[config.mk]
export PLATFORM = sky130hd
export DESIGN_NAME = bssf_framer
export DESIGN_NICKNAME = d
export VERILOG_FILES = /design/src/bssf_pkg.sv /design/src/bssf_counters.sv /design/src/bssf_digits.sv /design/src/bssf_framer.sv
export SDC_FILE = /design/constraint.sdc
export NUM_CORES = 1
export LEC_CHECK = 0
export BUFFER_PORTS_ARGS = -buffer_cell sky130_fd_sc_hd__buf_2
export CAP_MARGIN = 20
export CORE_AREA = 2 2 283 285
export CTS_BUF_LIST = sky130_fd_sc_hd__clkbuf_16
export DETAILED_ROUTE_END_ITERATION = 12
export DIE_AREA = 0 0 285 287
export PLACE_DENSITY = 0.51
export SYNTH_ARGS = -nofsm -noshare
export SYNTH_HDL_FRONTEND = slang
export SYNTH_SLANG_ARGS = --single-unit
[constraint.sdc]
create_clock -name clk -period 17 [get_ports clk]
set_input_delay 0.85 -clock clk [delete_from_list [all_inputs] [get_ports clk]]
set_output_delay 0.85 -clock clk [all_outputs]
set_load 0.1 [all_outputs]
[src/bssf_pkg.sv]
package bssf_pkg;
   localparam int          CLK_HZ           = 10_000_000;
   // header: '#', '6', six ascii digits
   localparam int          HDR_LEN          = 8;
   localparam logic [7:0]  HDR_MARK         = 8'h23;
   localparam logic [7:0]  HDR_WIDTH_CHAR   = 8'h36;
   localparam logic [7:0]  ASCII_ZERO       = 8'h30;
   localparam int          CNT_DIGITS       = 6;
   // sample layout
   localparam int          EVT_BYTES        = 4;
   localparam int          TIM_BYTES        = 4;
   localparam int          STAT_BYTES       = 2;
   localparam int          SAMPLE_BYTES     = 10;
   localparam int          FAST_EVT_BYTES   = 2;
   localparam int          FAST_TIM_BYTES   = 2;
   localparam int          FAST_SAMPLE_BYTES = 6;
   localparam logic [19:0] MAX_BYTE_COUNT   = 20'hf423f;
   // status word fields
   localparam int          INTERP_LSB       = 0;
   localparam int          INTERP_W         = 5;
   localparam logic [4:0]  INTERP_MAX       = 5'h12;
   localparam int          INHIBIT_BIT      = 5;
   localparam int          BLOCK_START_BIT  = 6;
   localparam int          TOT_FIRST_BIT    = 13;
   localparam int          TOT_SECOND_BIT   = 14;
   // ahb-lite register map
   localparam logic [7:0]  REG_CTRL         = 8'h00;
   localparam logic [7:0]  REG_SAMPLES      = 8'h04;
   localparam logic [7:0]  REG_STATUS       = 8'h08;
   localparam logic [7:0]  REG_EVENT        = 8'h0c;
   localparam logic [7:0]  REG_TIME         = 8'h10;
   localparam logic [7:0]  REG_SENT         = 8'h14;
   localparam int          CTRL_START       = 0;
   localparam int          CTRL_FAST        = 1;
   localparam int          CTRL_TOTALIZE    = 2;
   localparam logic [19:0] SAMPLES_RST      = 20'h00001;
   localparam logic [1:0]  HTRANS_NONSEQ    = 2'h2;
   typedef enum {BSSF_IDLE, BSSF_HDR, BSSF_WAIT, BSSF_DATA} bssf_state_t;
endpackage : bssf_pkg
[src/bssf_counters.sv]
`timescale 1ns/10ps
module bssf_counters
   import bssf_pkg::*;
(
   input  wire logic        clk,
   input  wire logic        srst,
   input  wire logic        fast_mode,
   input  wire logic        tb_tick,
   input  wire logic        qual_edge,
   output logic      [31:0] event_cnt,
   output logic      [31:0] time_cnt
);
   ////////////////////////////////////////////////////////////////////////
   // both counters roll over naturally; fast mode clears the upper half
   always_ff @(posedge clk) begin
      if (srst) begin
         event_cnt <= 32'h0;
      end else if (qual_edge) begin
         if (fast_mode) begin
            event_cnt <= {16'h0, event_cnt[15:0] + 16'h1};
         end else begin
            event_cnt <= event_cnt + 32'h1;
         end
      end
   end

   // time base ticks arrive as enables from the 500 mhz domain
   always_ff @(posedge clk) begin
      if (srst) begin
         time_cnt <= 32'h0;
      end else if (tb_tick) begin
         if (fast_mode) begin
            time_cnt <= {16'h0, time_cnt[15:0] + 16'h1};
         end else begin
            time_cnt <= time_cnt + 32'h1;
         end
      end
   end
endmodule : bssf_counters

[src/bssf_digits.sv]
`timescale 1ns/10ps
module bssf_digits
   import bssf_pkg::*;
(
   input  wire logic [19:0] value,
   input  wire logic [2:0]  index,
   output logic      [7:0]  digit_char
);
   // selects decimal digit 'index' (0 = most significant of six)
   function automatic logic [3:0] dec_digit(input logic [19:0] v,
                                            input logic [2:0]  i);
      logic [19:0] t;
      t = v;
      // fixed trip count keeps the loop static; the guard picks the digit
      for (int k = 0; k < 5; k++) begin
         if (k < 5 - int'(i)) begin
            t = t / 20'd10;
         end
      end
      return 4'(t % 20'd10);
   endfunction : dec_digit

   always_comb begin
      digit_char = ASCII_ZERO + {4'h0, dec_digit(value, index)};
   end
endmodule : bssf_digits

[src/bssf_framer.sv]
`timescale 1ns/10ps
// Contract
// transmission opens with eight ascii header bytes, '#' then '6' first
// last six header chars are zero-padded decimal data byte count
// only the header is ascii; everything after is raw binary
// bytes leave eight bits wide, most significant byte first
// event field is the 32-bit event counter in four bytes
// event counter adds one per qualified trigger and armed edge
// event counter wraps from maximum to zero
// time field is 32-bit count of the 500 mhz time base
// time counter wraps to zero after two to the thirty-two counts
// each time datum has a 16-bit interpolator/status word, msb first
// interpolator is five-bit count of 0.1 ns steps
// status bit 5 set when suppress input preceded this sample
// status bit 6 set only in first sample of a block
// totalize validity flags driven only in totalize measurements
// fast mode uses 16-bit counters wrapping after 65,536
// sample is 4 event, 4 time, 2 status bytes; n+1 samples (code sends n, the samples_q count)
// transmission holds exactly the samples the blocks require (code cuts the frame short when the header count saturates)
// host corrects rollover by adding the modulus after a drop
// host time stamp is count times 2 ns minus interp times 0.1 ns
// host applies channel path offset for start/stop measurements
// host makes event stamps by rollover correction alone
// interpolator sits in bits 4..0, range 0 to 18, bit 0 zero
// totalize flags at bits 13 and 14; 1 marks second attempt valid
// bytes after header equal header count; fields packed contiguously
module bssf_framer
   import bssf_pkg::*;
(
   input  wire logic        clk,
   input  wire logic        srst,
   // ahb-lite slave
   input  wire logic        hsel,
   input  wire logic [7:0]  haddr,
   input  wire logic [1:0]  htrans,
   input  wire logic        hwrite,
   input  wire logic [2:0]  hsize,
   input  wire logic [31:0] hwdata,
   input  wire logic        hready,
   output logic             hreadyout,
   output logic             hresp,
   output logic      [31:0] hrdata,
   // measurement front end
   input  wire logic        tb_tick,
   input  wire logic        qual_edge,
   input  wire logic        capture,
   input  wire logic [4:0]  interp_val,
   input  wire logic        suppress,
   input  wire logic        tot_valid_first,
   input  wire logic        tot_valid_second,
   // byte output port
   output logic      [7:0]  out_byte_q,
   output logic             out_valid,
   input  wire logic        out_ready,
   output logic             busy
);
   bssf_state_t state_q;
   logic        fast_q, totalize_q;
   logic [19:0] samples_q, samples_left_q, bytes_left_q, byte_total_q;
   logic [19:0] sent_q;
   logic [2:0]  hdr_idx_q;
   logic [3:0]  byte_idx_q;
   logic [79:0] sample_q;
   logic        first_q, supp_seen_q, overflow_q;
   logic        valid_q;
   logic [31:0] event_cnt, time_cnt;
   logic [7:0]  digit_char;
   logic        ph_valid_q, ph_write_q;
   logic [7:0]  ph_addr_q;
   logic        start_req;
   logic [3:0]  sample_len;
   logic        take;

   ////////////////////////////////////////////////////////////////////////
   bssf_counters u_cnt (
      .clk       (clk),
      .srst      (srst),
      .fast_mode (fast_q),
      .tb_tick   (tb_tick),
      .qual_edge (qual_edge),
      .event_cnt (event_cnt),
      .time_cnt  (time_cnt)
   );

   // the byte loaded on leaving header index i goes out at position i + 1,
   // so it is digit i - 1, counted from the most significant of the six
   bssf_digits u_dig (
      .value      (byte_total_q),
      .index      (3'(hdr_idx_q - 3'd1)),
      .digit_char (digit_char)
   );

   // byte total of a frame, clipped to what six digits can show
   function automatic logic [19:0] frame_bytes(input logic [19:0] n,
                                               input logic        fast);
      logic [23:0] p;
      p = fast ? 24'(n) * 24'(FAST_SAMPLE_BYTES)
               : 24'(n) * 24'(SAMPLE_BYTES);
      return (p > 24'(MAX_BYTE_COUNT)) ? MAX_BYTE_COUNT : p[19:0];
   endfunction : frame_bytes

   ////////////////////////////////////////////////////////////////////////
   // bus slave: zero wait states, always okay
   assign hreadyout = 1'b1;
   assign hresp     = 1'b0;

   always_ff @(posedge clk) begin
      if (srst) begin
         ph_valid_q <= 1'b0;
         ph_write_q <= 1'b0;
         ph_addr_q  <= 8'h0;
      end else if (hready) begin
         ph_valid_q <= hsel && (htrans == HTRANS_NONSEQ);
         ph_write_q <= hwrite;
         ph_addr_q  <= haddr;
      end
   end

   assign start_req = ph_valid_q && ph_write_q && (ph_addr_q == REG_CTRL)
                      && hwdata[CTRL_START];

   // config is frozen while a frame is out, so header and data agree
   always_ff @(posedge clk) begin
      if (srst) begin
         fast_q     <= 1'b0;
         totalize_q <= 1'b0;
         samples_q  <= SAMPLES_RST;
      end else if (ph_valid_q && ph_write_q && state_q == BSSF_IDLE) begin
         if (ph_addr_q == REG_CTRL) begin
            fast_q     <= hwdata[CTRL_FAST];
            totalize_q <= hwdata[CTRL_TOTALIZE];
         end
         if (ph_addr_q == REG_SAMPLES) begin
            samples_q <= hwdata[19:0];
         end
      end
   end

   always_comb begin
      case (ph_addr_q)
         REG_CTRL:    hrdata = {29'h0, totalize_q, fast_q, busy};
         REG_SAMPLES: hrdata = {12'h0, samples_q};
         REG_STATUS:  hrdata = {30'h0, overflow_q, supp_seen_q};
         REG_EVENT:   hrdata = event_cnt;
         REG_TIME:    hrdata = time_cnt;
         REG_SENT:    hrdata = {12'h0, sent_q};
         default:     hrdata = 32'h0;
      endcase
   end

   ////////////////////////////////////////////////////////////////////////
   // frame sequencer
   assign sample_len = fast_q ? 4'(FAST_SAMPLE_BYTES) : 4'(SAMPLE_BYTES);
   assign take       = valid_q && out_ready;
   assign out_valid  = valid_q;
   assign busy       = (state_q != BSSF_IDLE);

   always_ff @(posedge clk) begin
      if (srst) begin
         state_q        <= BSSF_IDLE;
         hdr_idx_q      <= 3'h0;
         byte_idx_q     <= 4'h0;
         samples_left_q <= 20'h0;
         bytes_left_q   <= 20'h0;
         byte_total_q   <= 20'h0;
         valid_q        <= 1'b0;
         out_byte_q     <= 8'h0;
      end else begin
         case (state_q)
            BSSF_IDLE: begin
               if (start_req && samples_q != 20'h0) begin
                  byte_total_q   <= frame_bytes(samples_q, hwdata[CTRL_FAST]);
                  samples_left_q <= samples_q;
                  hdr_idx_q      <= 3'h0;
                  state_q        <= BSSF_HDR;
                  valid_q        <= 1'b1;
                  out_byte_q     <= HDR_MARK;
               end
            end
            BSSF_HDR: begin
               if (take) begin
                  hdr_idx_q <= hdr_idx_q + 3'h1;
                  if (hdr_idx_q == 3'(HDR_LEN - 1)) begin
                     valid_q      <= 1'b0;
                     bytes_left_q <= byte_total_q;
                     state_q      <= BSSF_WAIT;
                  end else if (hdr_idx_q == 3'h0) begin
                     out_byte_q <= HDR_WIDTH_CHAR;
                  end else begin
                     out_byte_q <= digit_char;
                  end
               end
            end
            BSSF_WAIT: begin
               // stop on whichever count runs out first; a saturated
               // header count cuts the frame at the stated byte total
               if (bytes_left_q == 20'h0
                   || samples_left_q == 20'h0) begin
                  state_q <= BSSF_IDLE;
               end else if (capture) begin
                  byte_idx_q <= 4'h1;
                  valid_q    <= 1'b1;
                  out_byte_q <= sample_d_byte0();
                  state_q    <= BSSF_DATA;
               end
            end
            BSSF_DATA: begin
               if (take) begin
                  bytes_left_q <= bytes_left_q - 20'h1;
                  if (byte_idx_q == sample_len || bytes_left_q == 20'h1) begin
                     valid_q        <= 1'b0;
                     samples_left_q <= samples_left_q - 20'h1;
                     state_q        <= BSSF_WAIT;
                  end else begin
                     out_byte_q <= sample_q[79 - 8*int'(byte_idx_q) -: 8];
                     byte_idx_q <= byte_idx_q + 4'h1;
                  end
               end
            end
            default: state_q <= BSSF_IDLE;
         endcase
      end
   end

   ////////////////////////////////////////////////////////////////////////
   // sample assembly, packed left so bytes leave msb first with no gaps
   logic [15:0] status_word;
   always_comb begin
      status_word = 16'h0;
      status_word[INTERP_LSB +: INTERP_W] = {interp_val[4:1], 1'b0};
      status_word[INHIBIT_BIT]     = supp_seen_q || suppress;
      status_word[BLOCK_START_BIT] = first_q;
      if (totalize_q) begin
         status_word[TOT_FIRST_BIT]  = tot_valid_first;
         status_word[TOT_SECOND_BIT] = tot_valid_second;
      end
   end

   function automatic logic [7:0] sample_d_byte0();
      return fast_q ? event_cnt[15:8] : event_cnt[31:24];
   endfunction : sample_d_byte0

   always_ff @(posedge clk) begin
      if (srst) begin
         sample_q <= 80'h0;
      end else if (state_q == BSSF_WAIT && capture) begin
         if (fast_q) begin
            sample_q <= {event_cnt[15:0], time_cnt[15:0], status_word,
                         32'h0};
         end else begin
            sample_q <= {event_cnt, time_cnt, status_word};
         end
      end
   end

   // suppress memory: a new assertion wins over the clear at capture
   always_ff @(posedge clk) begin
      if (srst) begin
         supp_seen_q <= 1'b0;
      end else if (suppress) begin
         supp_seen_q <= 1'b1;
      end else if (state_q == BSSF_WAIT && capture) begin
         supp_seen_q <= 1'b0;
      end
   end

   // each frame is one block, so only its first sample carries the mark
   always_ff @(posedge clk) begin
      if (srst) begin
         first_q <= 1'b0;
      end else if (state_q == BSSF_IDLE && start_req) begin
         first_q <= 1'b1;
      end else if (state_q == BSSF_WAIT && capture) begin
         first_q <= 1'b0;
      end
   end

   // header count saturates at six digits; flag it to software
   always_ff @(posedge clk) begin
      if (srst) begin
         overflow_q <= 1'b0;
      end else if (state_q == BSSF_IDLE && start_req) begin
         overflow_q <= (frame_bytes(samples_q, hwdata[CTRL_FAST])
                        == MAX_BYTE_COUNT);
      end
   end

   // data bytes only; the eight header bytes are not counted
   always_ff @(posedge clk) begin
      if (srst) begin
         sent_q <= 20'h0;
      end else if (state_q == BSSF_IDLE && start_req) begin
         sent_q <= 20'h0;
      end else if (state_q == BSSF_DATA && take) begin
         sent_q <= sent_q + 20'h1;
      end
   end
endmodule : bssf_framer

# --- Yosys cells after proc, flatten, opt, wreduce, memory -nomap -nowiden ---
# Index checks and enable logic that the tools add are counted.
totals:
  ff_bits: 307
  latchBits: 0
  mem_bits_rw: 0
  romBits: 0
  in_bits: 62
  output_inout_bits: 44
  word_cells: 171
  mem_count: 0
op_classes:
  addsub: 13
  mul: 2
  div: 6
  order_cmp: 6
  n_eq_ne: 25
  n_shift: 1
  mux: 58
  n_bitwise: 0
  reduce_logical: 39
ops:
  columns: ["operator", "n"]
  rows:
  - ["$mux 32", 9]
  - ["$mux 20", 12]
  - ["$pmux 32 s6", 1]
  - ["$pmux 32 s4", 1]
  - ["$div 20x4->20 const B", 5]
  - ["$shiftx 87x8->8", 1]
  - ["$mux 80", 1]
  - ["$pmux 20 s2", 2]
  - ["$mux 8", 9]
  - ["$add 32x1->32 const B", 2]
  - ["$eq 32x2->1 const B", 2]
  - ["$eq 32x3->1 const B", 2]
  - ["$logic_not 32->1", 2]
  - ["$logic_not 20->1", 2]
  - ["$sub 20x1->20 const B", 2]
  - ["$add 16x1->16 const B", 2]
  - ["$eq 32x1->1 const B", 1]
  - ["$pmux 8 s4", 1]
  - ["$reduce_bool 32->1", 1]
  - ["$gt 24x20->1 const B", 1]
  - ["$mux 24", 1]
  - ["$mul 20x3->23 const B", 1]
  - ["$mul 20x2->22 const B", 1]
  - ["$add 20x1->20 const B", 1]
  - ["other kinds (42)", 87]

# --- Longest topological paths before layout ---
depth:
  depth_word: 18
  ltp_mapped: 58
  mapped_depth_nobuf: 45

# --- Cells and area by module ---
# Synthesis repeated with hierarchy kept, for this count alone.
unflattened:
  cells_unflattened: 4809
  hier_area_um2: 34155.3
modules_own_cells:
  columns: ["mod", "instances", "cells_each", "area_per_inst_um2", "seq_area_each_um2"]
  rows:
  - ["bssf_digits", 1, 2849, 18048.6, 0.0]
  - ["bssf_framer", 1, 1621, 13061.3, 4103.9]
  - ["bssf_counters", 1, 339, 3045.4, 1281.2]

# --- Worst setup path before layout ---
# No wires, ideal clock.
synth_timing:
  path_kind: "reg-to-reg"
  from: "register hdr_idx_q[0]"
  to: "register out_byte_q[3]"
  t_arrival_ns: 11.959
  slack_ns: 4.970
  stages_incl_launch_ff: 52
  n_path_buf: 9
  path_cell_list: "dfxtp_1 > inv_1 > ha_1 > xnor2_1 > inv_2 > clkbuf_1 > clkbuf_1 > clkbuf_1 > buf_1 > clkbuf_1 > ha_1 > and3_1 > buf_2 > nor2_1 > clkbuf_1 > o221ai_1 > a31o_2 > clkbuf_1 > [16 not listed] > mux2_2 > and3_1 > ha_1 > o211a_1 > o311ai_0 > a31oi_1 > o221ai_1 > o41ai_1 > a41oi_1 > mux2i_1 > o41a_1 > nor3_1 > nor2_1 > ha_1 > or4_1 > a21oi_1 > o211ai_1 > a21oi_1"
synth_via:
  elab_chain_len: 18
  word_cells_on_any_way: 26
  cone_classes: "add/sub (3); div (5); order compare (5); eq/ne (2); mux (9); reduce/logical (2)"
synth_lines:
  columns: ["element", "line_no", "source"]
  rows:
  - ["start: declaration", "bssf_framer.sv:61", "logic [2:0] hdr_idx_q;"]
  - ["start signal: assignment", "bssf_framer.sv:182", "hdr_idx_q <= hdr_idx_q + 3'h1;"]
  - ["$sub 3x1->3", "bssf_framer.sv:89", ".index (3'(hdr_idx_q - 3'd1)),"]
  - ["$sub 3x3->4", "bssf_digits.sv:16", "if (k < 5 - int'(i)) begin"]
  - ["$lt 1x4->1", "bssf_digits.sv:16", null]
  - ["$mux 20", "bssf_digits.sv:16", null]
  - ["$div 20x4->20", "bssf_digits.sv:17", "t = t / 20'd10;"]
  - ["$mux 20", "bssf_digits.sv:16", null]
  - ["$div 20x4->20", "bssf_digits.sv:17", null]
  - ["$mux 20", "bssf_digits.sv:16", null]
  - ["[2 not listed]", null, null]
  - ["$div 20x4->20", "bssf_digits.sv:17", null]
  - ["$mux 20", "bssf_digits.sv:16", null]
  - ["$mod 20x4->20", "bssf_digits.sv:20", "return 4'(t % 20'd10);"]
  - ["$add 6x4->7", "bssf_digits.sv:24", "digit_char = ASCII_ZERO + {4'h0, dec_digit(value, index)};"]
  - ["$mux 8", "bssf_framer.sv:187", "end else if (hdr_idx_q == 3'h0) begin"]
  - ["$mux 8", "bssf_framer.sv:183", "if (hdr_idx_q == 3'(HDR_LEN - 1)) begin"]
  - ["$mux 8", "bssf_framer.sv:181", "if (take) begin"]
  - ["$pmux 8 s4", "bssf_framer.sv:169", "case (state_q)"]
  - ["end signal: assignment", "bssf_framer.sv:190", "out_byte_q <= digit_char;"]
  - ["end signal: assignment", "bssf_framer.sv:203", "out_byte_q <= sample_d_byte0();"]
  - ["end signal: assignment", "bssf_framer.sv:215", "out_byte_q <= sample_q[79 - 8*int'(byte_idx_q) -: 8];"]
  - ["end: declaration", "bssf_framer.sv:52", "output logic [7:0] out_byte_q,"]
# Several ways; a longest one is shown, not always the timed one. The select of a mux whose other input is x is not followed.
# A chain may end at the register's enable or synchronous reset.

# --- Worst setup path after layout ---
# Ends and elaborated chain as after synthesis.

==> results by group <==
Placement
  – Placed cells: approximately 5200
  – Dpl ws: between 3000 and 4000 ps
  – Cell Area, Placed: approximately 32000 µm²
  – Post-detail-place hpwl: 76.3 mm
  – PortBufs: slightly below 90
  – Global placement routability congestion: 0.879

Worst hold path
  – Type of the worst min-delay path: reg -> reg
  – Hold Path Cell Cnt: 2

GRT
  – Overflow after GRT: 0
  – GRT Util Overall: 24.1%
  – Largest net degree at the start of global routing: 81
  – First-pass GRT wire length: between 150 and 200 mm
  – Antenna violations before repair: 3
  – Number of global-route vias before repair: a little under 30000

Clocking
  – Post-CTS resize count: 0
  – CTS Buffer Depth: 3
  – Cts hold-fix bufs: 0
  – CTS sink cnt: 269
  – H-tree levels: 1
  – Postcts setup bufs: 0
  – CTS root buffer: clkbuf_16
  – Clk slew on worst S/H paths: around 70 ps
  – TritonCTS Buffers: 27
  – Clk Latency, worst-skew pair: 570 ps
  – TritonCTS clock tree: yes

Worst setup path
  – Worst EP required: 17490 ps
  – CP max FO: 39
  – Worst Path Arrival: between 10000 and 15000 ps
  – WP depth: 42
  – CP Buf/Inv Count: 5
  – Worst setup SP type: flop
  – CP max stage delay: 810 ps
  – Top cell by count, worst path: ha_1
  – Crit-path slowest cell: mux2i_1
  – FF-to-FF path depth: between 40 and 50
  – Crit path kind: reg -> reg
  – Setup crit end kind: flop
  – CP delay by family, top: compound AO/OA/AOI/OAI gates

Synthesis
  – Mapped Cells: around 4400
  – Synth async-reset ratio: 0%
  – Post-Syn Area: between 30000 and 40000 µm²
  – Synthesized area per cell: roughly 7.2 µm²
  – Warnings from Yosys: 0
  – Net count after synthesis: about 4500
  – Post-synth EDFFs: 0
  – Sequential fraction of the synthesis area: around 17%
  – Top_reg_cell synth: dfxtp_1
  – Yosys reg bits: 269
  – Unique masters post-synth: 140

Die
  – IO Pins: around 110
  – Starting Density: around 40%
  – Core Footprint: 78600 µm²
  – Standard-cell rows: between 100 and 150
  – Die height: 287 µm
  – Die X: approximately 290 µm
  – Die area: about 80000 µm²

Timing
  – Max frequency: 71.0 MHz
  – Slew margin rel.: between 20 and 30%
  – Fin Hold WS: approximately 460 ps
  – Crit path time final: approximately 14000 ps
  – Final setup TNS: 0 ps
  – RSZ-0062 raised after global routing: no
  – Post-route clock skew: about 14 ps
  – Tightest Pin Transition: between 1000 and 1500 ps
  – Final setup viols: 0
  – Period utilisation layout: between 80% and 90%
  – Final Hold Vio Count: 0
  – Post-route setup slack: ~2900 ps
  – Final slew viol count: 0

Power
  – Worst vdd ir: 66.4 µV
  – Lkg Pwr: 11.5 nW
  – Power per standard cell area: approximately 43 nW/µm²
  – Total power: approximately 1.4 mW

Drt
  – Vias/cell: 6.31
  – WL/cell: ~20 µm
  – # DRC: 0
  – First-pass detailed-route iteration total: 6
  – Drt total wl: approximately 100 mm
  – Vias post-DR: 33300
  – Routed Antenna Nets: 0
  – Initial drt markers: 2734

Final layout
  – Finished Core Util: 41.8%
  – Fin cells: between 5000 and 6000
  – Layout cells sized above 1: a little under a tenth
  – ANT cells: 0
  – Register area: 5390 µm²
  – Layout fillers: 8387
  – Cell area after layout: 32900 µm²
  – Area growth from synthesis to layout: 5.44%
  – Final #Nets: around 4400
  – Footprint of the multi-input gates: approximately 24000 µm²

Status
  – Status: finished clean

Job
  – Max cap viols: 0
[where the power goes]
group | internal [mW] | switching (mW)
registers | 0.634 | 0.00612
logic | 0.0606 | 0.124
clock network | 0.323 | 0.271
[worst register-to-register path, delay by kind of cell, from the launching register on]
kind                     cells  cell delay [ps]
multiplexers                 2              960
flip-flops                   1              350
XOR/XNOR                     2              440
AND/OR/NAND/NOR             12             4110
AO/OA/AOI/OAI               17             6090
buffers and inverters        5              900
adder cells (fa/ha/maj)      4             1200
[cell type report]
type | count | area share, %
clock inverter | 23 | 0.548
timing repair buffer | 151 | 2.87
inverter | 122 | 1.39
tap | 1050 | 4.00
sequential | 269 | 16.4
clock buffer | 27 | 2.05
multi-input combinational | 3635 | 72.8
[worst paths after layout]
path	start	endpoint	slack (ps)
worst min register to register	sample_q[37]	sample_q[37]	460
worst max register to register	hdr_idx_q[0]	out_byte_q[3]	2910
worst min-delay path	sample_q[37]	sample_q[37]	460
worst max-delay path	hdr_idx_q[0]	out_byte_q[3]	2910
[Yosys cell counts, types with 63 or more instances]
master    number  share of area (%)
mux2i_1      101                3.2
inv_1        114                1.4
a31oi_1       71                1.4
buf_2         63                1.0
nand4_1       77                1.5
clkbuf_1     222                2.7
ha_1          95                3.8
o21ai_0      214                3.4
a22o_1        75                2.1
nor3_1       169                2.7
nor2_1       481                5.8
xor2_1        70                2.0
o211ai_1      77                1.9
a21oi_1      307                4.9
xnor2_1       78                2.2
dfxtp_1      269                 17
nand2_1      387                4.7
nand3_1      164                2.6
a211oi_1     118                2.8
[routing by layer]
metal,GRT usage [%],share of wire (%)
met5,0,0.041
met4,5.41,2.1
met3,1.63,4.4
met2,39.2,45
met1,34.7,48
[registers in the layout (all words and copies together) (netlist names), 8 cells and up]
register and flops:
u_cnt.event_cnt 32, bytes_left_q 20, byte_total_q 20, sent_q 20, samples_left_q 20, u_cnt.time_cnt 32, sample_q 72, ph_addr_q 8
out_byte_q 8, samples_q 20
[logic make-up after synthesis]
| logic type | count (synthesis) | synth area share (%) |
|---|---|---|
| AOI/OAI and AO/OA | 1603 | 37.7 |
| DFF | 269 | 17.3 |
| and+or+nand+nor | 1647 | 25.6 |
| xor gates and xnor gates | 152 | 4.41 |
| buffers and inverters | 456 | 6.21 |
| muxes | 133 | 4.85 |
| adders and majority gates | 98 | 3.97 |
| other | 2 | 0.0241 |
[placed cells by master, fill, tap and decap left out, drive strengths merged, types with 123 or more instances in the layout]
master,n
buf,151
dfxtp,269
nand3,164
o21ai,263
a211oi,124
nor3,181
inv,123
a21oi,315
nand2,389
nor2,486
Power figures use the tool's default switching activity.
